## config.mk

```make
export PLATFORM = sky130hd
export DESIGN_NAME = sslp_top
export DESIGN_NICKNAME = d
export VERILOG_FILES = /design/src/hw/sslp_pkg.sv /design/src/hw/sslp_top.sv /design/src/hw/sslp_axil_slave.sv
export SDC_FILE = /design/constraint.sdc
export NUM_CORES = 1
export LEC_CHECK = 0
export ABC_AREA = 1
export BUFFER_PORTS_ARGS = -buffer_cell sky130_fd_sc_hd__buf_2
export CORE_MARGIN = 5
export CORE_UTILIZATION = 50
export CTS_CLUSTER_DIAMETER = 120
export CTS_CLUSTER_SIZE = 14
export DETAILED_ROUTE_END_ITERATION = 16
export PLACE_DENSITY = 0.8
export SYNTH_ARGS = -nofsm -noshare
export SYNTH_HDL_FRONTEND = slang
export SYNTH_SLANG_ARGS = --single-unit
export TNS_END_PERCENT = 10
```

## constraint.sdc

```tcl
create_clock -name aclk -period 3.9 [get_ports aclk]
set_input_delay 0.78 -clock aclk [delete_from_list [all_inputs] [get_ports aclk]]
set_output_delay 0.78 -clock aclk [all_outputs]
set_load 0.03 [all_outputs]
```

## src/hw/sslp_pkg.sv

```systemverilog
/*
 sslp_pkg: shared constants, state codes and carrier types
 for the strap capture and low-power sequencer.
 assumes a 125 MHz bus clock.
*/
package sslp_pkg;
	localparam int CLK_MHZ = 125;
	localparam int GRANT_DELAY_CYC = 20;
	localparam int RATIO_SETTLE_NS = 1000;
	localparam int VID_SETTLE_NS = 2000;
	localparam int RATIO_SETTLE_CYC = (RATIO_SETTLE_NS * CLK_MHZ + 999) / 1000;
	localparam int VID_SETTLE_CYC = (VID_SETTLE_NS * CLK_MHZ + 999) / 1000;
	localparam int CNT_W = 9;

	// register map
	localparam logic [11:0] CTRL_OFS = 12'h000;
	localparam logic [11:0] STATUS_OFS = 12'h004;
	localparam logic [11:0] STRAP_OFS = 12'h008;
	localparam logic [11:0] PEND_OFS = 12'h00c;
	localparam int CTRL_CORE_DIS_LSB = 0;
	localparam logic [1:0] CTRL_RST = 2'h0;
	localparam int STAT_HALTED_LSB = 13;
	localparam int STAT_RATIO_BIT = 15;
	localparam int STAT_VID_BIT = 16;

	// break event index
	localparam int EV_SMI = 0;
	localparam int EV_INIT = 1;
	localparam int EV_MASKABLE_INTERRUPT = 2;
	localparam int EV_NMI = 3;

	localparam logic [1:0] RESP_OKAY = 2'h0;
	localparam logic [1:0] RESP_SLVERR = 2'h2;

	typedef enum logic [12:0] {
		ST_NORMAL = 13'h0001,
		ST_HALT = 13'h0002,
		ST_HALT_SNOOP = 13'h0004,
		ST_ACK = 13'h0008,
		ST_GRANT_WAIT = 13'h0010,
		ST_GRANT = 13'h0020,
		ST_GRANT_SNOOP = 13'h0040,
		ST_LOW_RATIO = 13'h0080,
		ST_LOW_VID = 13'h0100,
		ST_EXT = 13'h0200,
		ST_EXT_SNOOP = 13'h0400,
		ST_REST_VID = 13'h0800,
		ST_REST_RATIO = 13'h1000
	} sslp_state_t;

	typedef struct packed {
		logic agent_id;
		logic no_bus_parking;
		logic run_self_test;
		logic out_tristate;
	} sslp_strap_t;
endpackage

```

## src/hw/sslp_top.sv

```systemverilog
/*
 sslp_top: strap capture at reset release and the package
 low-power state sequencer (halt, extended halt, stop-grant,
 extended stop-grant, snoop states), with an axi4-lite window.
 assumes all inputs synchronous to aclk; the system holds the
 strap levels through the first edge after reset release.
*/
// Design decisions made here: the register addresses and the AXI4-Lite interface to the registers.
`timescale 1ns/1ps
module sslp_top (
	// clock and reset
	input wire logic aclk,
	input wire logic aresetn,
	// axi4-lite
	input wire logic [11:0] s_axi_awaddr,
	input wire logic s_axi_awvalid,
	output logic s_axi_awready,
	input wire logic [31:0] s_axi_wdata,
	input wire logic [3:0] s_axi_wstrb,
	input wire logic s_axi_wvalid,
	output logic s_axi_wready,
	output logic [1:0] s_axi_bresp,
	output logic s_axi_bvalid,
	input wire logic s_axi_bready,
	input wire logic [11:0] s_axi_araddr,
	input wire logic s_axi_arvalid,
	output logic s_axi_arready,
	output logic [31:0] s_axi_rdata,
	output logic [1:0] s_axi_rresp,
	output logic s_axi_rvalid,
	input wire logic s_axi_rready,
	// strap pins
	input wire logic system_mgmt_interrupt_n,
	input wire logic strap_self_test_select_n,
	input wire logic strap_no_bus_parking_n,
	input wire logic bus_request_zero_n,
	output sslp_pkg::sslp_strap_t strap_cfg,
	output logic core_init,
	// break events
	input wire logic init_request_n,
	input wire logic [1:0] local_interrupt_lines,
	output logic [3:0] event_service,
	// cores
	input wire logic [1:0] core_halt_exec,
	output logic [1:0] core_halted,
	output logic [1:0] core_disabled,
	// stop clock and mode enables
	input wire logic stop_clock_request_n,
	input wire logic ext_halt_en,
	input wire logic ext_grant_en,
	// bus side
	output logic grant_ack_req,
	input wire logic grant_ack_resp,
	input wire logic snoop_start,
	input wire logic snoop_done,
	output logic snoop_state,
	// operating point
	input wire logic [6:0] vid_nominal,
	input wire logic [6:0] vid_low,
	output logic core_ratio_low,
	output logic [6:0] voltage_id_code,
	output sslp_pkg::sslp_state_t power_state
);
	// ------------------------------------------------------------
	// declarations
	// ------------------------------------------------------------
	sslp_pkg::sslp_state_t state_q;
	sslp_pkg::sslp_state_t state_d;
	sslp_pkg::sslp_strap_t strap_q;
	logic in_reset_q;
	logic init_q;
	logic [3:0] ev_lvl_q;
	logic [3:0] pend_q;
	logic [3:0] serve_q;
	logic [1:0] halted_q;
	logic [1:0] dis_q;
	logic ext_kind_grant_q;
	logic ext_kind_grant_d;
	logic ret_halt_q;
	logic ret_halt_d;
	logic ratio_low_q;
	logic ratio_low_d;
	logic vid_low_q;
	logic vid_low_d;
	logic [6:0] vid_q;
	logic [sslp_pkg::CNT_W-1:0] cnt_q;
	logic [sslp_pkg::CNT_W-1:0] cnt_d;
	logic reg_wr;
	logic [11:0] reg_waddr;
	logic [31:0] reg_wdata;
	logic [3:0] reg_wstrb;
	logic [11:0] reg_raddr;

	function automatic logic [sslp_pkg::CNT_W-1:0] cyc(input int n);
		cyc = sslp_pkg::CNT_W'(n - 1);
	endfunction

	// an unknown state (before the first reset edge) decodes as outside stop-grant
	function automatic logic stop_family(input sslp_pkg::sslp_state_t s, input logic ext_grant);
		case (s)
			sslp_pkg::ST_ACK, sslp_pkg::ST_GRANT_WAIT, sslp_pkg::ST_GRANT,
				sslp_pkg::ST_GRANT_SNOOP: stop_family = 1'b1;
			sslp_pkg::ST_LOW_RATIO, sslp_pkg::ST_LOW_VID, sslp_pkg::ST_EXT,
				sslp_pkg::ST_EXT_SNOOP, sslp_pkg::ST_REST_VID,
				sslp_pkg::ST_REST_RATIO: stop_family = ext_grant;
			default: stop_family = 1'b0;
		endcase
	endfunction

	// ------------------------------------------------------------
	// event detection and decoding
	// ------------------------------------------------------------
	wire stop_req = ~stop_clock_request_n;
	wire [3:0] ev_lvl = {local_interrupt_lines[1], local_interrupt_lines[0],
		~init_request_n, ~system_mgmt_interrupt_n};
	wire [3:0] ev_now = ev_lvl & ~ev_lvl_q;
	wire in_normal = state_q == sslp_pkg::ST_NORMAL;
	wire [3:0] serve_now = in_normal ? (ev_now | pend_q) : 4'h0;
	wire brk = |ev_now | |pend_q;
	wire [1:0] halted_nx = serve_now != 4'h0 ? 2'h0 : (halted_q | core_halt_exec);
	wire all_halted = &(halted_nx | dis_q);
	wire cnt_zero = cnt_q == '0;
	wire grant_family = stop_family(state_q, ext_kind_grant_q);

	// ------------------------------------------------------------
	// next state
	// ------------------------------------------------------------
	always_comb begin
		state_d = state_q;
		cnt_d = cnt_zero ? cnt_q : cnt_q - 1'b1;
		ext_kind_grant_d = ext_kind_grant_q;
		ret_halt_d = ret_halt_q;
		ratio_low_d = ratio_low_q;
		vid_low_d = vid_low_q;
		case (state_q)
			sslp_pkg::ST_NORMAL: begin
				if (stop_req) begin
					state_d = sslp_pkg::ST_ACK;
					ret_halt_d = 1'b0;
					ext_kind_grant_d = ext_grant_en;
				end else if (all_halted) begin
					ext_kind_grant_d = 1'b0;
					if (ext_halt_en) begin
						state_d = sslp_pkg::ST_LOW_RATIO;
						ratio_low_d = 1'b1;
						cnt_d = cyc(sslp_pkg::RATIO_SETTLE_CYC);
					end else begin
						state_d = sslp_pkg::ST_HALT;
					end
				end
			end
			sslp_pkg::ST_HALT: begin
				if (brk) begin
					state_d = sslp_pkg::ST_NORMAL;
				end else if (stop_req) begin
					state_d = sslp_pkg::ST_ACK;
					ret_halt_d = 1'b1;
					ext_kind_grant_d = ext_grant_en;
				end else if (snoop_start) begin
					state_d = sslp_pkg::ST_HALT_SNOOP;
				end
			end
			sslp_pkg::ST_HALT_SNOOP: begin
				if (snoop_done) begin
					state_d = sslp_pkg::ST_HALT;
				end
			end
			sslp_pkg::ST_ACK: begin
				if (grant_ack_resp) begin
					state_d = sslp_pkg::ST_GRANT_WAIT;
					cnt_d = cyc(sslp_pkg::GRANT_DELAY_CYC);
				end
			end
			sslp_pkg::ST_GRANT_WAIT: begin
				if (cnt_zero) begin
					if (ext_kind_grant_q) begin
						state_d = sslp_pkg::ST_LOW_RATIO;
						ratio_low_d = 1'b1;
						cnt_d = cyc(sslp_pkg::RATIO_SETTLE_CYC);
					end else begin
						state_d = sslp_pkg::ST_GRANT;
					end
				end
			end
			sslp_pkg::ST_GRANT: begin
				if (!stop_req) begin
					state_d = ret_halt_q ? sslp_pkg::ST_HALT : sslp_pkg::ST_NORMAL;
				end else if (snoop_start) begin
					state_d = sslp_pkg::ST_GRANT_SNOOP;
				end
			end
			sslp_pkg::ST_GRANT_SNOOP: begin
				if (snoop_done) begin
					state_d = sslp_pkg::ST_GRANT;
				end
			end
			sslp_pkg::ST_LOW_RATIO: begin
				if (cnt_zero) begin
					state_d = sslp_pkg::ST_LOW_VID;
					vid_low_d = 1'b1;
					cnt_d = cyc(sslp_pkg::VID_SETTLE_CYC);
				end
			end
			sslp_pkg::ST_LOW_VID: begin
				if (cnt_zero) begin
					state_d = sslp_pkg::ST_EXT;
				end
			end
			sslp_pkg::ST_EXT: begin
				if (ext_kind_grant_q ? !stop_req : (brk || stop_req)) begin
					state_d = sslp_pkg::ST_REST_VID;
					vid_low_d = 1'b0;
					cnt_d = cyc(sslp_pkg::VID_SETTLE_CYC);
				end else if (snoop_start) begin
					state_d = sslp_pkg::ST_EXT_SNOOP;
				end
			end
			sslp_pkg::ST_EXT_SNOOP: begin
				if (snoop_done) begin
					state_d = sslp_pkg::ST_EXT;
				end
			end
			sslp_pkg::ST_REST_VID: begin
				if (cnt_zero) begin
					state_d = sslp_pkg::ST_REST_RATIO;
					ratio_low_d = 1'b0;
					cnt_d = cyc(sslp_pkg::RATIO_SETTLE_CYC);
				end
			end
			sslp_pkg::ST_REST_RATIO: begin
				if (cnt_zero) begin
					state_d = (ext_kind_grant_q && ret_halt_q) ?
						sslp_pkg::ST_HALT : sslp_pkg::ST_NORMAL;
				end
			end
			default: begin
				state_d = sslp_pkg::ST_NORMAL;
			end
		endcase
	end

	// ------------------------------------------------------------
	// state registers
	// ------------------------------------------------------------
	// a reset inside the grant family re-initializes but keeps
	// the package stopped; any other reset lands in normal
	always_ff @(posedge aclk) begin
		if (!aresetn) begin
			state_q <= grant_family ? sslp_pkg::ST_GRANT : sslp_pkg::ST_NORMAL;
			cnt_q <= '0;
			ext_kind_grant_q <= 1'b0;
			ret_halt_q <= 1'b0;
			ratio_low_q <= 1'b0;
			vid_low_q <= 1'b0;
		end else begin
			state_q <= state_d;
			cnt_q <= cnt_d;
			ext_kind_grant_q <= ext_kind_grant_d;
			ret_halt_q <= ret_halt_d;
			ratio_low_q <= ratio_low_d;
			vid_low_q <= vid_low_d;
		end
	end

	// bus clock is never touched: only the core ratio select and the voltage id code move
	always_ff @(posedge aclk) begin
		if (!aresetn) begin
			vid_q <= 7'h00;
		end else begin
			vid_q <= vid_low_d ? vid_low : vid_nominal;
		end
	end

	// ------------------------------------------------------------
	// strap capture
	// ------------------------------------------------------------
	always_ff @(posedge aclk) begin
		if (!aresetn) begin
			in_reset_q <= 1'b1;
			init_q <= 1'b0;
			strap_q <= '0;
		end else begin
			in_reset_q <= 1'b0;
			init_q <= in_reset_q;
			if (in_reset_q) begin
				strap_q.out_tristate <= ~system_mgmt_interrupt_n;
				strap_q.run_self_test <= ~strap_self_test_select_n;
				strap_q.no_bus_parking <= ~strap_no_bus_parking_n;
				strap_q.agent_id <= ~bus_request_zero_n;
			end
		end
	end

	// ------------------------------------------------------------
	// events, pending latch and per-core halt
	// ------------------------------------------------------------
	// the first cycle after release only seeds the level history,
	// so strap levels are not mistaken for interrupts
	always_ff @(posedge aclk) begin
		if (!aresetn) begin
			ev_lvl_q <= 4'hf;
			pend_q <= 4'h0;
			serve_q <= 4'h0;
			halted_q <= 2'h0;
		end else begin
			ev_lvl_q <= ev_lvl;
			serve_q <= serve_now;
			halted_q <= in_normal ? halted_nx : halted_q;
			if (in_normal) begin
				pend_q <= 4'h0;
			end else begin
				pend_q <= pend_q | ev_now;
			end
		end
	end

	// ------------------------------------------------------------
	// registers
	// ------------------------------------------------------------
	wire wr_ctrl = reg_waddr == sslp_pkg::CTRL_OFS;
	wire [1:0] dis_wr = reg_wdata[sslp_pkg::CTRL_CORE_DIS_LSB +: 2];
	wire wr_known = wr_ctrl || reg_waddr == sslp_pkg::STATUS_OFS
		|| reg_waddr == sslp_pkg::STRAP_OFS || reg_waddr == sslp_pkg::PEND_OFS;
	wire wr_bad = !wr_known || (wr_ctrl && reg_wstrb[0] && &dis_wr);
	wire [31:0] stat_word = {15'h0000, vid_low_q, ratio_low_q, halted_q, state_q};
	wire rd_ctrl = reg_raddr == sslp_pkg::CTRL_OFS;
	wire rd_stat = reg_raddr == sslp_pkg::STATUS_OFS;
	wire rd_strap = reg_raddr == sslp_pkg::STRAP_OFS;
	wire rd_pend = reg_raddr == sslp_pkg::PEND_OFS;
	wire rd_bad = !(rd_ctrl || rd_stat || rd_strap || rd_pend);
	wire [31:0] rd_word = rd_ctrl ? {30'h0, dis_q}
		: rd_stat ? stat_word
		: rd_strap ? {28'h0, strap_q}
		: rd_pend ? {28'h0, pend_q} : 32'h0000_0000;

	always_ff @(posedge aclk) begin
		if (!aresetn) begin
			dis_q <= sslp_pkg::CTRL_RST;
		end else if (reg_wr && wr_ctrl && reg_wstrb[0] && !wr_bad) begin
			dis_q <= dis_wr;
		end
	end

	sslp_axil_slave u_axil (
		.aclk(aclk),
		.aresetn(aresetn),
		.s_axi_awaddr(s_axi_awaddr),
		.s_axi_awvalid(s_axi_awvalid),
		.s_axi_awready(s_axi_awready),
		.s_axi_wdata(s_axi_wdata),
		.s_axi_wstrb(s_axi_wstrb),
		.s_axi_wvalid(s_axi_wvalid),
		.s_axi_wready(s_axi_wready),
		.s_axi_bresp(s_axi_bresp),
		.s_axi_bvalid(s_axi_bvalid),
		.s_axi_bready(s_axi_bready),
		.s_axi_araddr(s_axi_araddr),
		.s_axi_arvalid(s_axi_arvalid),
		.s_axi_arready(s_axi_arready),
		.s_axi_rdata(s_axi_rdata),
		.s_axi_rresp(s_axi_rresp),
		.s_axi_rvalid(s_axi_rvalid),
		.s_axi_rready(s_axi_rready),
		.reg_wr(reg_wr),
		.reg_waddr(reg_waddr),
		.reg_wdata(reg_wdata),
		.reg_wstrb(reg_wstrb),
		.reg_werr(wr_bad),
		.reg_raddr(reg_raddr),
		.reg_rdata(rd_word),
		.reg_rerr(rd_bad)
	);

	// ------------------------------------------------------------
	// outputs
	// ------------------------------------------------------------
	assign strap_cfg = strap_q;
	assign core_init = init_q;
	assign event_service = serve_q;
	assign core_halted = halted_q;
	assign core_disabled = dis_q;
	assign grant_ack_req = state_q == sslp_pkg::ST_ACK;
	assign snoop_state = state_q == sslp_pkg::ST_HALT_SNOOP
		|| state_q == sslp_pkg::ST_GRANT_SNOOP
		|| state_q == sslp_pkg::ST_EXT_SNOOP;
	assign core_ratio_low = ratio_low_q;
	assign voltage_id_code = vid_q;
	assign power_state = state_q;
endmodule

```

## src/hw/sslp_axil_slave.sv

```systemverilog
/*
 sslp_axil_slave: axi4-lite slave front end, one write and one
 read at a time. assumes the owner decodes reg_waddr/reg_raddr
 combinationally and answers with reg_werr, reg_rdata, reg_rerr.
*/
`timescale 1ns/1ps
module sslp_axil_slave (
	// clock and reset
	input wire logic aclk,
	input wire logic aresetn,
	// axi4-lite
	input wire logic [11:0] s_axi_awaddr,
	input wire logic s_axi_awvalid,
	output logic s_axi_awready,
	input wire logic [31:0] s_axi_wdata,
	input wire logic [3:0] s_axi_wstrb,
	input wire logic s_axi_wvalid,
	output logic s_axi_wready,
	output logic [1:0] s_axi_bresp,
	output logic s_axi_bvalid,
	input wire logic s_axi_bready,
	input wire logic [11:0] s_axi_araddr,
	input wire logic s_axi_arvalid,
	output logic s_axi_arready,
	output logic [31:0] s_axi_rdata,
	output logic [1:0] s_axi_rresp,
	output logic s_axi_rvalid,
	input wire logic s_axi_rready,
	// register side
	output logic reg_wr,
	output logic [11:0] reg_waddr,
	output logic [31:0] reg_wdata,
	output logic [3:0] reg_wstrb,
	input wire logic reg_werr,
	output logic [11:0] reg_raddr,
	input wire logic [31:0] reg_rdata,
	input wire logic reg_rerr
);
	logic aw_full_q;
	logic w_full_q;
	logic [11:0] aw_addr_q;
	logic [31:0] w_data_q;
	logic [3:0] w_strb_q;
	logic bvalid_q;
	logic [1:0] bresp_q;
	logic rvalid_q;
	logic [31:0] rdata_q;
	logic [1:0] rresp_q;
	wire aw_take = s_axi_awvalid & ~aw_full_q;
	wire w_take = s_axi_wvalid & ~w_full_q;
	wire ar_take = s_axi_arvalid & ~rvalid_q;

	assign s_axi_awready = ~aw_full_q;
	assign s_axi_wready = ~w_full_q;
	assign s_axi_arready = ~rvalid_q;
	assign s_axi_bvalid = bvalid_q;
	assign s_axi_bresp = bresp_q;
	assign s_axi_rvalid = rvalid_q;
	assign s_axi_rdata = rdata_q;
	assign s_axi_rresp = rresp_q;
	assign reg_wr = aw_full_q & w_full_q & ~bvalid_q;
	assign reg_waddr = aw_addr_q;
	assign reg_wdata = w_data_q;
	assign reg_wstrb = w_strb_q;
	assign reg_raddr = s_axi_araddr;

	always_ff @(posedge aclk) begin
		if (!aresetn) begin
			aw_full_q <= 1'b0;
			w_full_q <= 1'b0;
			aw_addr_q <= 12'h000;
			w_data_q <= 32'h0000_0000;
			w_strb_q <= 4'h0;
		end else begin
			if (aw_take) begin
				aw_full_q <= 1'b1;
				aw_addr_q <= s_axi_awaddr;
			end else if (reg_wr) begin
				aw_full_q <= 1'b0;
			end
			if (w_take) begin
				w_full_q <= 1'b1;
				w_data_q <= s_axi_wdata;
				w_strb_q <= s_axi_wstrb;
			end else if (reg_wr) begin
				w_full_q <= 1'b0;
			end
		end
	end

	always_ff @(posedge aclk) begin
		if (!aresetn) begin
			bvalid_q <= 1'b0;
			bresp_q <= 2'h0;
			rvalid_q <= 1'b0;
			rdata_q <= 32'h0000_0000;
			rresp_q <= 2'h0;
		end else begin
			if (reg_wr) begin
				bvalid_q <= 1'b1;
				bresp_q <= reg_werr ? sslp_pkg::RESP_SLVERR : sslp_pkg::RESP_OKAY;
			end else if (s_axi_bready) begin
				bvalid_q <= 1'b0;
			end
			if (ar_take) begin
				rvalid_q <= 1'b1;
				rdata_q <= reg_rdata;
				rresp_q <= reg_rerr ? sslp_pkg::RESP_SLVERR : sslp_pkg::RESP_OKAY;
			end else if (s_axi_rready) begin
				rvalid_q <= 1'b0;
			end
		end
	end
endmodule

```

**Word level (Yosys, flattened, before mapping)**

Index checks and enable logic that the tools add are counted.

- $add $sub $neg: 1
- Equal/unequal tests: 42
- Mux-type cells: 74
- Bitwise logic cells: 22
- Reductions and logical operators: 39

Operators by type and width:

| kind | count |
|---|---|
| 2-to-1 mux 13 bit | 19 |
| case mux 13 bit (13 select lines) | 1 |
| 2-to-1 mux 9 bit | 10 |
| case mux 9 bit (6 select lines) | 1 |
| == test 12 x 4 -> 1 bit (second input constant) | 4 |
| 2-to-1 mux 17 bit | 2 |
| == test 12 x 3 -> 1 bit (second input constant) | 2 |
| logical NOT 12 bit | 2 |
| 2-to-1 mux 1 bit | 24 |
| inequality test 3 bit (second input constant) | 8 |
| 2-to-1 mux 8 bit | 2 |
| inequality test 2 bit (second input constant) | 8 |
| == test 13 x 1 -> 1 bit (second input constant) | 1 |
| == test 13 x 10 -> 1 bit (second input constant) | 1 |
| == test 13 x 11 -> 1 bit (second input constant) | 1 |
| == test 13 x 12 -> 1 bit (second input constant) | 1 |
| == test 13 bit (second input constant) | 1 |
| == test 13 x 2 -> 1 bit (second input constant) | 1 |
| == test 13 x 3 -> 1 bit (second input constant) | 1 |
| == test 13 x 4 -> 1 bit (second input constant) | 1 |
| == test 13 x 5 -> 1 bit (second input constant) | 1 |
| == test 13 x 6 -> 1 bit (second input constant) | 1 |
| == test 13 x 7 -> 1 bit (second input constant) | 1 |
| == test 13 x 8 -> 1 bit (second input constant) | 1 |
| 34 further kinds | 83 |

- Register bits: 110
- Bits of input ports: 96

**Logic depth before layout (Yosys ltp)**

Gate-level depths: netlist of the first run.

- Depth after elaboration: 12
- Depth in mapped cells: 14

**Cells and area by module**

Synthesis of the first run repeated with hierarchy kept, for this count alone.

- Cell total of the unflattened synthesis: 877
- Area total of the unflattened synthesis: 6600.1 um^2

By module, submodules not included:

| module | times used | cells an instance | area each (um^2) | seq. area each (um^2) |
|---|---|---|---|---|
| sslp_top | 1 | 482 | 3395.8 | 1231.2 |
| sslp_axil_slave | 1 | 395 | 3204.3 | 1721.7 |

**Worst setup path after synthesis of the first run**

No wires, ideal clock.

- Kind: register to register
- Start: register state_q[9], in the netlist power_state[9]
- End: register state_q[0], in the netlist power_state[0] (enable)
- Library setup time: 0.340 ns
- Arrival time: 2.194 ns
- Setup slack: 1.366 ns
- Stages on the path, launching flop included: 11
- Buffers on the path: 0
- Clock period less this slack: 2.534 ns
- Cells stage by stage: edfxtp_1 nor2_4 nand3_2 nor2_4 inv_2 o211ai_1 nand2_1 nand2_1 a21oi_1 nand3_1 nand2_1

- Cells in the longest elaborated chain, start to end: 8
- Elaborated cells on any way between the ends: 32

Ends and longest elaborated chain:

| what | line | RTL |
|---|---|---|
| from (decl) | sslp_top.sv:67 | `sslp_pkg::sslp_state_t state_q;` |
| from (signal assigned) | sslp_top.sv:249 | `state_q <= grant_family ? sslp_pkg::ST_GRANT : sslp_pkg::ST_NORMAL;` |
| from (signal assigned) | sslp_top.sv:256 | `state_q <= state_d;` |
| == test 13 x 1 -> 1 bit | sslp_top.sv:117, sslp_top.sv:135 |  |
| 2-to-1 mux 4 bit | sslp_top.sv:118 | `wire [3:0] serve_now = in_normal ? (ev_now \| pend_q) : 4'h0;` |
| nonzero test 4 bit | sslp_top.sv:120 | `wire [1:0] halted_nx = serve_now != 4'h0 ? 2'h0 : (halted_q \| core_halt_exec);` |
| 2-to-1 mux 2 bit | sslp_top.sv:120 |  |
| bitwise OR 2 bit | sslp_top.sv:121 | `wire all_halted = &(halted_nx \| dis_q);` |
| AND reduction 2 bit | sslp_top.sv:121 |  |
| inequality test 4 x 3 -> 1 bit (no line) | n/a |  |
| AND reduction 13 bit (no line) (*) | n/a |  |

Every way passes the cells marked *; elsewhere a longest branch is shown, timed or not.
A chain may end at the register's enable or synchronous reset.

**Worst setup path in the final report of the first run**

- Start: register state_q[12], in the netlist power_state[12]
- End: output port snoop_state

- Cells in the longest elaborated chain, start to end: 3
- Elaborated cells on any way between the ends: 5

Ends and longest elaborated chain:

| what | line | RTL |
|---|---|---|
| == test 13 x 3 -> 1 bit or == test 13 x 7 -> 1 bit (tied branches) | sslp_top.sv:383, sslp_top.sv:384 |  |
| logical OR 1 bit | sslp_top.sv:384 | `\|\| state_q == sslp_pkg::ST_GRANT_SNOOP` |
| logical OR 1 bit (*) | sslp_top.sv:385 | `\|\| state_q == sslp_pkg::ST_EXT_SNOOP;` |
| to (decl) | sslp_top.sv:56 | `output logic snoop_state,` |

Marks and branches as above.

==> results.md, run 1 <==
- Remaining global-route overflow: 0
- DR top layer: met4
- Drt drc: 0
- Worst rel slew slack: 0.532
- Die Area: 11,700 um^2
- Reg2reg setup slack: 1.39 ns
- Slew @ Worst Pin: 0.701 ns
- Worst path buffer plus inverter count: 3
- PwrDens: 663 nW/um^2
- Yosys cell types: 48
- Power, Total: 0.00380 W
- Register area share after synthesis: 0.414
- CTS Buffer Depth: 2
- HP Class: reg -> reg
- Minimum clock period after layout: 2.77 ns
- DIE WIDTH: 108 um
- Post-Syn Area: 4820 um^2
- Vias/cell: 5.12
- Required @ worst endpoint: 3.12 ns
- Worst-Skew Late Latency: 0.37 ns
- Part of the power in registers: 0.334
- Clock Pin Slew Worst Setup and Hold Paths: 0.09 ns
- Metal2 WL: 6030 um
- Worst r2r src: power_state[12]
- Metal3 WL: 1020 um
- Type of origin of the critical path: flip-flop
- Via count: 4,613
- TritonCTS clock tree: yes
- CP peak stage delay: 0.54 ns
- Share of cells above drive strength 1: 0.256
- Final Hold Fails: 0
- Syn avg cell area: 7.43 um^2
- CP max FO: 7
- CORE AREA: 9330 um^2
- GRT Total Usage: 0.210
- Largest net degree at the start of global routing: 34
- HPWL Detailed: 9340 um
- Fillers: 885
- Initial Util: 0.516
- First-pass GRT wire length: 20,000 um
- Maximum VDD drop: 0.000266 V
- Final setup violation count: 0
- CP Cell Sequence: inv_2 -> nand3_2 -> nor2_4 -> inv_2 -> o211ai_1 -> buf_2
- DR iter-0 viols: 294
- Clock root buffer: clkbuf_8
- Synth-to-layout area growth: 19.1%
- Net switching power: 0.00168 W
- Post-DRT Antenna Nets: 0
- Die Ht: 108 um
- WS Path Type: reg -> out
- Fin Setup TNS: 0 ns
- Switching Share: 0.442
- ANT cells: 0
- Synth Warn #: 0
- Critical path capture point type: output pin
- Clock Skew: 0.0110 ns
- Share of the synthesized area in the top cell type: 0.333
- Site Rows: 35
- Leak pwr: 2.88 nW
- Slowest cell on crit path: edfxtp_1
- Asr flop ratio synth: 0
- MaxCap Viol Count: 0
- Most used flip-flop cell after synthesis: dfxtp_1
- Int Power: 0.00212 W
- CP most frequent cell: inv_2
- Initial antenna violation count: 0
- Status: complete, no violations
- Peak Freq: 361 MHz
- Combinational power share: 0.450
- Ports: 173
- Final net count: 866
- Post-CTS resize count: 0
- Clock power share: 0.216
- Commonest cells post-synth: 114 x nor2_1, 105 x nand2_1, 80 x dfxtp_1, 73 x inv_1
- EDFF count, synth: 13
- M1 WL: 4970 um
- Clock sinks: 93
- Slew Limit Fails: 0
- Placer Congestion: 0.897
- Synth area leaders: dfxtp_1 33%, nor2_1 8.9%, nand2_1 8.2%
- Hold path start: u_axil.s_axi_rdata[14]
- Post-CTS setup buffers: 0
- Synth Instances: 648
- Most numerous cell in the Yosys netlist: nor2_1
- Worst EP arrival: 1.99 ns
- Vias in the first global route: 4,600
- Crit path max-delay family: flip-flops
- RSZ-0062 raised after global routing: no
- Total iterations of the first detailed-routing run: 5
- Cts hold-fix bufs: 0
- H-tree depth: 3
- Yosys reg bits: 93
- IO Port Bufs: 122
- Inserted Clock Buffers: 9
- Drt wl/cell: 13.6 um
- Routed wire length: 12,200 um
- Final period util: 0.710
- Synth area leader: dfxtp_1
- Setup crit start: power_state[12]
[worst paths after layout]
check,endpoint,depth (start not counted)
hold / removal,u_axil.s_axi_rdata[14],2
setup / recovery,snoop_state,6
hold reg to reg,u_axil.s_axi_rdata[14],2
setup reg to reg,power_state[4],9
[worst register-to-register path: stages (launching register included)]
cell,delay (ns)
edfxtp_1,0.54
inv_2,0.19
nand3_2,0.13
nor2_4,0.18
inv_2,0.08
nor2_2,0.19
nand4_1,0.18
a31o_1,0.24
nand3_1,0.06
nand2_1,0.35
[through the flow]
| stage | util | area (um^2) | instances | worst slack [ns] | hold slack, ns |
|---|---|---|---|---|---|
| final | 0.615 | 5740 | 901 | 1.13 | 0.467 |
| after global routing | 0.615 | 5740 | 901 | 1.03 | 0.487 |
| after CTS | 0.615 | 5740 | 901 | 1.12 | 0.470 |
| after detailed placement | 0.586 | 5470 | 885 | 1.17 | 0.456 |
| after global placement | 0.586 | 5470 | 885 | 1.25 | 0.448 |
| after floorplan | - | 4880 | 664 | 1.37 | 0.430 |
[kinds of logic after synthesis]
kind of cell	Yosys count	share of synthesized area
simple gates	321	0.334
buf+inv	116	0.108
compound gates	109	0.127
flops	93	0.414
xor+xnor	5	0.00909
fa+ha+maj	3	0.00780
other cells	1	0.000779
[flip-flops by register name, summed over array words and instances (netlist names), 2 cells and up]
name	flops
u_axil.s_axi_rdata	17
ev_lvl_q	4
core_halted	2
u_axil.reg_waddr	12
strap_cfg	4
cnt_q	9
voltage_id_code	7
event_service	4
core_disabled	2
u_axil.reg_wdata	2
pend_q	4
power_state	13
[layout by cell type, fill, tap and decap left out, drive strengths merged, types with 4 or more instances in the layout]
| master | n |
|---|---|
| o21ai | 49 |
| nor2 | 131 |
| buf | 124 |
| conb | 17 |
| inv | 83 |
| dfxtp | 80 |
| a21oi | 37 |
| xor2 | 5 |
| or2 | 7 |
| nand4 | 15 |
| nor3 | 12 |
| o211ai | 9 |
| nand2 | 119 |
| clkbuf | 12 |
| nand3 | 29 |
| edfxtp | 13 |
| o221ai | 4 |
[power by group through the flow]
stage / Clock, W / Combinational, W / Sequential [W]
final: 0.000820 / 0.00171 / 0.00127
after global routing: 0.000877 / 0.00190 / 0.00129
after CTS: 0.000834 / 0.00171 / 0.00127
after detailed placement: 0 / 0.00170 / 0.00129
after global placement: 0 / 0.00164 / 0.00128
after floorplan: 0 / 0.00124 / 0.00139
[metal layers]
layer / global-route usage / vias to the layer above
met3: 0.0585 / 21
li1: - / 2302
met5: 0 / -
met2: 0.372 / 177
met1: 0.242 / 2113
met4: 0.0775 / 0
[layout make-up]
cell class,instances,area [um^2],area share
multi-input cells,455,2360,0.412
flip-flops and latches,93,1990,0.347
repair buffers,124,626,0.109
inverters,84,325,0.0567
clock buffers,12,188,0.0327
well taps,129,161,0.0281
clock inverters,4,80.1,0.0140
No activity file was read; power rests on OpenSTA's default activity.
==> inputs of run 2 (changes only) <==
--- a/config.mk
+++ b/config.mk
@@ -8,11 +8,11 @@
 export ABC_AREA = 1
 export BUFFER_PORTS_ARGS = -buffer_cell sky130_fd_sc_hd__buf_2
 export CORE_MARGIN = 5
-export CORE_UTILIZATION = 50
+export CORE_UTILIZATION = 45
 export CTS_CLUSTER_DIAMETER = 120
 export CTS_CLUSTER_SIZE = 14
 export DETAILED_ROUTE_END_ITERATION = 16
-export PLACE_DENSITY = 0.8
+export PLACE_DENSITY = 0.76
 export SYNTH_ARGS = -nofsm -noshare
 export SYNTH_HDL_FRONTEND = slang
 export SYNTH_SLANG_ARGS = --single-unit
==> constraint.sdc (replaced) <==
create_clock -name aclk -period 2.3 [get_ports aclk]
set_input_delay 0.46 -clock aclk [delete_from_list [all_inputs] [get_ports aclk]]
set_output_delay 0.46 -clock aclk [all_outputs]
set_load 0.03 [all_outputs]
==> run 2 against run 1 <==
Clock skew is 0.0066 ns higher. Design area is 4.1% higher. Sequential cell count stayed put. Count of clock-buffer cells in the layout is 3 lower. Setup slack worse by 1.1 ns. Clock power is 34% higher. Critical endpoint unchanged.
==> results.md, run 2 (synthesized netlist as in run 1, its figures left out) <==
- Setup WS post-layout: 0.0340 ns (-1.10 ns)
- CORE AREA: 10,400 um^2 (+11%)
- HP Class: in -> reg
- Top Usage Layer GRT: met2
- Met2 Use GR: 0.336 (-0.0364)
- Maximum VDD drop: 0.000564 V (+110%)
- Post-DRT Antenna Nets: 0 (unchanged)
- Minimum clock period after layout: 2.27 ns
- Ports: 173 (unchanged)
- Largest net degree at the start of global routing: 31 (-8.8%)
- Routed wire length: 12,600 um (+3.4%)
- CP max FO: 4 (-3)
- CP Cell Sequence: nor2_4 -> nand3_4 -> nor2_4 -> inv_2 -> o211ai_1 -> buf_4
- Clock sinks: 93 (unchanged)
- Remaining global-route overflow: 0 (unchanged)
- Via count: 4,750 (+3.0%)
- CP peak stage delay: 0.45 ns (-0.09 ns)
- Cts hold-fix bufs: 0 (unchanged)
- H-tree depth: 3 (unchanged)
- Largest register FFs: 17 (unchanged)
- Commonest non-fill, non-tap cells in the layout: 120 x buf_2, 114 x nor2_1, 104 x nand2_1
- HPWL Detailed: 9560 um (+2.3%)
- ANT cells: 0 (unchanged)
- Die Ht: 113 um (+4.9%)
- Fillers: 980 (+11%)
- Clock root buffer: clkbuf_8
- Type of origin of the critical path: flip-flop
- Clock Pin Slew Worst Setup and Hold Paths: 0.10 ns (about the same)
- Inserted Clock Buffers: 9 (unchanged)
- Drt wl/cell: 13.4 um (-1.1%)
- Initial Util: 0.464 (-0.0519)
- Total iterations of the first detailed-routing run: 5 (unchanged)
- First-pass GRT wire length: 20,300 um (+1.7%)
- Status: complete, no violations
- MaxCap Viol Count: 0 (unchanged)
- Slew Limit Fails: 0 (unchanged)
- Slew @ Worst Pin: 0.628 ns (-0.0731 ns)
- Peak Freq: 441 MHz
- Worst-Skew Late Latency: 0.37 ns (about the same)
- Placed Cells: 898 (+1.5%)
- GRT Total Usage: 0.191 (-0.0199)
- Reg area: 1990 um^2 (unchanged)
- CP most frequent cell: nor2_4
- Clock Skew: 0.0176 ns (+0.00661 ns)
- Met1 Use GR: 0.224 (-0.0176)
- Setup crit start: power_state[10]
- Worst EP arrival: 1.81 ns (-0.18 ns)
- Crit path max-delay family: simple AND/OR/NAND/NOR gates
- Placed cell areas: 5530 um^2 (+1.1%)
- Leak pwr: 3.03 nW (+5.4%)
- Final net count: 900 (+3.9%)
- Die Area: 12,900 um^2 (+10%)
- Synth-to-layout area growth: 23.9%
- Commonest non-fill, non-tap cell in the layout: buf_2
- Final setup violation count: 0 (unchanged)
- Hold path start: strap_no_bus_parking_n
- Worst r2r src: power_state[7]
- Required @ worst endpoint: 1.84 ns (-1.28 ns)
- CTS Buffer Depth: 2 (unchanged)
- Worst rel slew slack: 0.580 (+0.0483)
- PwrDens: 1120 nW/um^2 (+69%)
- Final std cells w/o fill: 942 (+4.6%)
- Critical path capture point type: output pin
- Slowest cell on crit path: edfxtp_1
- Share of cells above drive strength 1: 0.292 (+0.0351)
- Vias in the first global route: 4,545 (-1.2%)
- RSZ-0062 raised after global routing: yes
- Site Rows: 37 (+5.7%)
- Final period util: 0.985
- Initial antenna violation count: 1 (+1)
- Drt drc: 0 (unchanged)
- DR iter-0 viols: 347 (+18%)
- Final Hold Fails: 0 (unchanged)
- WS Path Type: reg -> out
- Design Area, Final: 5970 um^2 (+4.1%)
- Placer Congestion: 0.892 (-0.51%)
- Worst path buffer plus inverter count: 2 (-1)
- Area of the multi-input gates: 2390 um^2 (+1.1%)
- Vias/cell: 5.04 (-1.5%)
- IO Port Bufs: 122 (unchanged)
- GR Layer Usage met3: 0.0626 (+0.00409)
- DP Worst Slack: 0.215 ns (-0.956 ns)
- DIE WIDTH: 113 um (+4.9%)
- TritonCTS clock tree: yes
-- run 2: cell types whose count changed in the layout (fill, tap and decap cells not counted), sizes merged --
cell and delta:
buf +34, clkbuf -3, clkinv +2, inv +2
bufinv -1
-- run 2: path summary, 6_finish.rpt --
check | end | depth (start not counted) | slack (ns)
min | strap_cfg[2] | 2 | 0.27
max | snoop_state | 6 | 0.03
min reg2reg | u_axil.s_axi_rdata[16] | 2 | 0.47
max reg2reg | power_state[0] | 9 | 0.16
-- run 2: through the flow --
stage	utilization	setup TNS (ns)	hold slack [ns]	power, W
after floorplan	-	-1.31	0.430	0.00446
after global placement	0.533	0	0.447	0.00502
after detailed placement	0.533	0	0.454	0.00512
after CTS	0.557	0	0.250	0.00630
after global routing	0.576	-0.0455	0.254	0.00713
final	0.576	0	0.267	0.00667
-- run 2: where the power goes --
group	switching (W)	total, W	internal, W
Clock	0.000596	0.00110	0.000508
Combinational	0.00219	0.00346	0.00127
Sequential	0.000203	0.00211	0.00190
-- run 2: per-layer routing --
metal,routed length (um),share of wire
met5,7,0.00055
met2,6200,0.49
met3,1200,0.095
met4,83,0.0066
met1,5150,0.41
-- run 2: timing repair --
item	4_1_cts	5_1_grt
gates resized for setup	1	5
buffers inserted	7	21
hold endpoints to repair	0	0
pin swaps	2	10
cloned	0	0
endpoints found under the setup margin	1	2
-- run 2: layout make-up --
class / instances / share of cell area
clock buffers: 9 / 0.0208
clock inverters: 7 / 0.0117
inverters: 84 / 0.0545
multi-input cells: 455 / 0.400
flip-flops and latches: 93 / 0.334
well taps: 136 / 0.0285
repair buffers: 158 / 0.151
-- run 2: worst register-to-register path: stages (launching register included) --
cell and delay (ns):
edfxtp_1 0.48, buf_4 0.19, nor3_1 0.36, nand3_4 0.18, nand4_1 0.19, nor2_1 0.06
nand4_1 0.08, nand2_2 0.14, o21ai_1 0.18, inv_1 0.05
==> inputs of run 3 (changes only) <==
--- a/config.mk
+++ b/config.mk
@@ -6,14 +6,15 @@
 export NUM_CORES = 1
 export LEC_CHECK = 0
 export ABC_AREA = 1
-export BUFFER_PORTS_ARGS = -buffer_cell sky130_fd_sc_hd__buf_2
 export CORE_MARGIN = 5
-export CORE_UTILIZATION = 45
+export CORE_UTILIZATION = 50
 export CTS_CLUSTER_DIAMETER = 120
 export CTS_CLUSTER_SIZE = 14
 export DETAILED_ROUTE_END_ITERATION = 16
-export PLACE_DENSITY = 0.76
+export DONT_BUFFER_PORTS = 1
+export PLACE_DENSITY = 0.68
 export SYNTH_ARGS = -nofsm -noshare
 export SYNTH_HDL_FRONTEND = slang
+export SYNTH_HIERARCHICAL = 1
 export SYNTH_SLANG_ARGS = --single-unit
 export TNS_END_PERCENT = 10
==> run 3 against run 2 <==
Clock skew down 0.010 ns. Register-to-register slack lost 0.02 ns. Non-clock buffer count fell by 107. Setup slack better by 0.0030 ns. Combinational power rose by 2%. Core utilization decreased by 1.9 points. Clock power hardly changed. Synthesized cell count is 14% higher. Via count is 0.32% lower. Power is 8.3% higher. Critical path depth rose by 1. Critical endpoint unchanged.
==> results.md, run 3 <==
- Status: complete, no violations
- Placed Cells: 880 (-2.0%)
- Final setup violation count: 0 (unchanged)
- Inserted Clock Buffers: 9 (unchanged)
- HPWL Detailed: 10,000 um (+4.9%)
- Routed wire length: 13,500 um (+7.0%)
- IO Port Bufs: 0 (-100%)
- Final period util: 0.984 (-0.00129)
- DIE WIDTH: 114 um (+0.60%)
- Largest register FFs: 32 (+15)
- Drt drc: 0 (unchanged)
- Synth Instances: 739 (+14%)
- TritonCTS clock tree: yes
- Slew Limit Fails: 0 (unchanged)
- Site Rows: 38 (+2.7%)
- Commonest non-fill, non-tap cell in the layout: nor2_1
- Worst rel slew slack: 0.633 (+0.0535)
- Final net count: 876 (-2.7%)
- Ports: 173 (unchanged)
- Vias in the first global route: 4,571 (+0.57%)
- Vias/cell: 5.14 (+1.8%)
- Fin Hold WS: 0.134 ns (-0.133 ns)
- Slew @ Worst Pin: 0.549 ns (-0.0787 ns)
- Critical path capture point type: output pin
- Initial Util: 0.505 (+0.0401)
- Remaining global-route overflow: 0 (unchanged)
- Die Ht: 114 um (+0.60%)
- HP Class: in -> reg
- Area of the multi-input gates: 2580 um^2 (+8.1%)
- Commonest non-fill, non-tap cells in the layout: 183 x nor2_1, 95 x dfxtp_1, 87 x nand2_1
- MaxCap Viol Count: 0 (unchanged)
- Synth Warn #: 6 (+6)
- CTS Buffer Depth: 2 (unchanged)
- Clock Skew: 0.00742 ns (-0.0102 ns)
- WS Path Type: reg -> out
- Final Hold Fails: 0 (unchanged)
- Fillers: 1,044 (+6.5%)
- Via count: 4,735 (-0.32%)
- Worst-Skew Late Latency: 0.38 ns (about the same)
- Clock Pin Slew Worst Setup and Hold Paths: 0.10 ns (about the same)
- Post-Syn Area: 5420 um^2 (+13%)
- Required @ worst endpoint: 1.84 ns (about the same)
- Minimum clock period after layout: 2.26 ns (-0.00298 ns)
- Clock root buffer: clkbuf_8
- CORE AREA: 10,700 um^2 (+3.6%)
- Initial antenna violation count: 1 (unchanged)
- Largest net degree at the start of global routing: 81 (+160%)
- Synth-to-layout area growth: 10.3%
- Post-DRT Antenna Nets: 0 (unchanged)
- Type of origin of the critical path: flip-flop
- Worst path buffer plus inverter count: 2 (unchanged)
- Placer Congestion: 0.937 (+5.0%)
- Clock sinks: 108 (+16%)
- Leak pwr: 2.79 nW (-7.9%)
- Syn avg cell area: 7.34 um^2 (-1.3%)
- Die Area: 13,000 um^2 (+1.2%)
- First-pass GRT wire length: 22,000 um (+8.2%)
- CP max FO: 6 (+2)
- Crit path max-delay family: simple AND/OR/NAND/NOR gates
- CP peak stage delay: 0.46 ns (about the same)
- CP Cell Sequence: nor2_4 -> nand3_4 -> inv_6 -> nand2_8 -> nor2_1 -> nand3b_1 -> buf_6
- Worst EP arrival: 1.80 ns (about the same)
- PwrDens: 1210 nW/um^2 (+8.0%)
- Final std cells w/o fill: 922 (-2.1%)
- Cts hold-fix bufs: 0 (unchanged)
- RSZ-0062 raised after global routing: yes
- H-tree depth: 3 (unchanged)
- Reg area: 2290 um^2 (+15%)
- Share of cells above drive strength 1: 0.161 (-0.130)
- Total iterations of the first detailed-routing run: 5 (unchanged)
- GRT Total Usage: 0.209 (+0.0188)
- Drt wl/cell: 14.7 um (+9.3%)
- DR iter-0 viols: 350 (+0.86%)
- Fin Setup TNS: 0 ns (unchanged)
- Maximum VDD drop: 0.000664 V (+18%)
- Peak Freq: 442 MHz (+0.13%)
- Slowest cell on crit path: edfxtp_1
-- run 3: cell type report --
| type | instances | area share |
|---|---|---|
| Sequential cell | 108 | 0.383 |
| Tap cell | 140 | 0.0293 |
| Timing Repair Buffer | 51 | 0.0646 |
| Inverter | 90 | 0.0590 |
| Multi-Input combinational cell | 516 | 0.432 |
| Antenna cell | 1 | 0.000418 |
| Clock buffer | 11 | 0.0253 |
| Clock inverter | 5 | 0.00669 |
-- run 3: stage by stage --
step | utilization | setup slack (ns) | power (W) | cell area (um^2)
2_1_floorplan | - | 0.0226 | 0.00510 | 5490
3_3_place_gp | 0.519 | 0.238 | 0.00571 | 5580
3_5_place_dp | 0.519 | 0.229 | 0.00579 | 5580
4_1_cts | 0.546 | 0.00104 | 0.00706 | 5860
5_1_grt | 0.557 | -0.0605 | 0.00779 | 5980
6_report | 0.557 | 0.0370 | 0.00722 | 5980
-- run 3: worst register-to-register path, stage by stage (launching register included) --
cell and delay, ns:
edfxtp_1 0.46, buf_4 0.16, buf_4 0.16, inv_1 0.10, nand3_1 0.11, nor2_1 0.12
nand2_1 0.16, inv_1 0.11, nand2_1 0.11, nand3_1 0.09, nand2_1 0.05, nand4_1 0.11
nand2_4 0.15
-- run 3: what timing repair did --
| item | CTS | global route |
|---|---|---|
| setup endpoints to repair | 1 | 1 |
| buffers inserted | 11 | 14 |
| pin swaps | 5 | 8 |
| gates resized for setup | 4 | 4 |
-- run 3: worst paths after layout --
kind / startpoint / endpoint / slack [ns] / cells past startpoint
hold reg to reg: u_axil/reg_waddr[9] / u_axil/reg_waddr[9] / 0.50 / 2
hold / removal: system_mgmt_interrupt_n / ev_lvl_q[0] / 0.13 / 1
setup / recovery: power_state[8] / snoop_state / 0.04 / 7
setup reg to reg: power_state[8] / power_state[0] / 0.14 / 12
-- run 3: power by group --
part	switching, W	internal (W)	total, W
combinational	0.00221	0.00131	0.00352
sequential	0.000362	0.00222	0.00258
clock	0.000663	0.000464	0.00113
total	0.00324	0.00399	0.00722
-- run 3: metal layers --
metal,vias up,GRT usage,share of wire,routed length [um]
li1,2418,-,-,-
met1,2133,0.256,0.41,5600
met2,164,0.349,0.49,6640
met3,20,0.0634,0.080,1080
met4,0,0.0760,0.015,206
met5,-,0,0,0
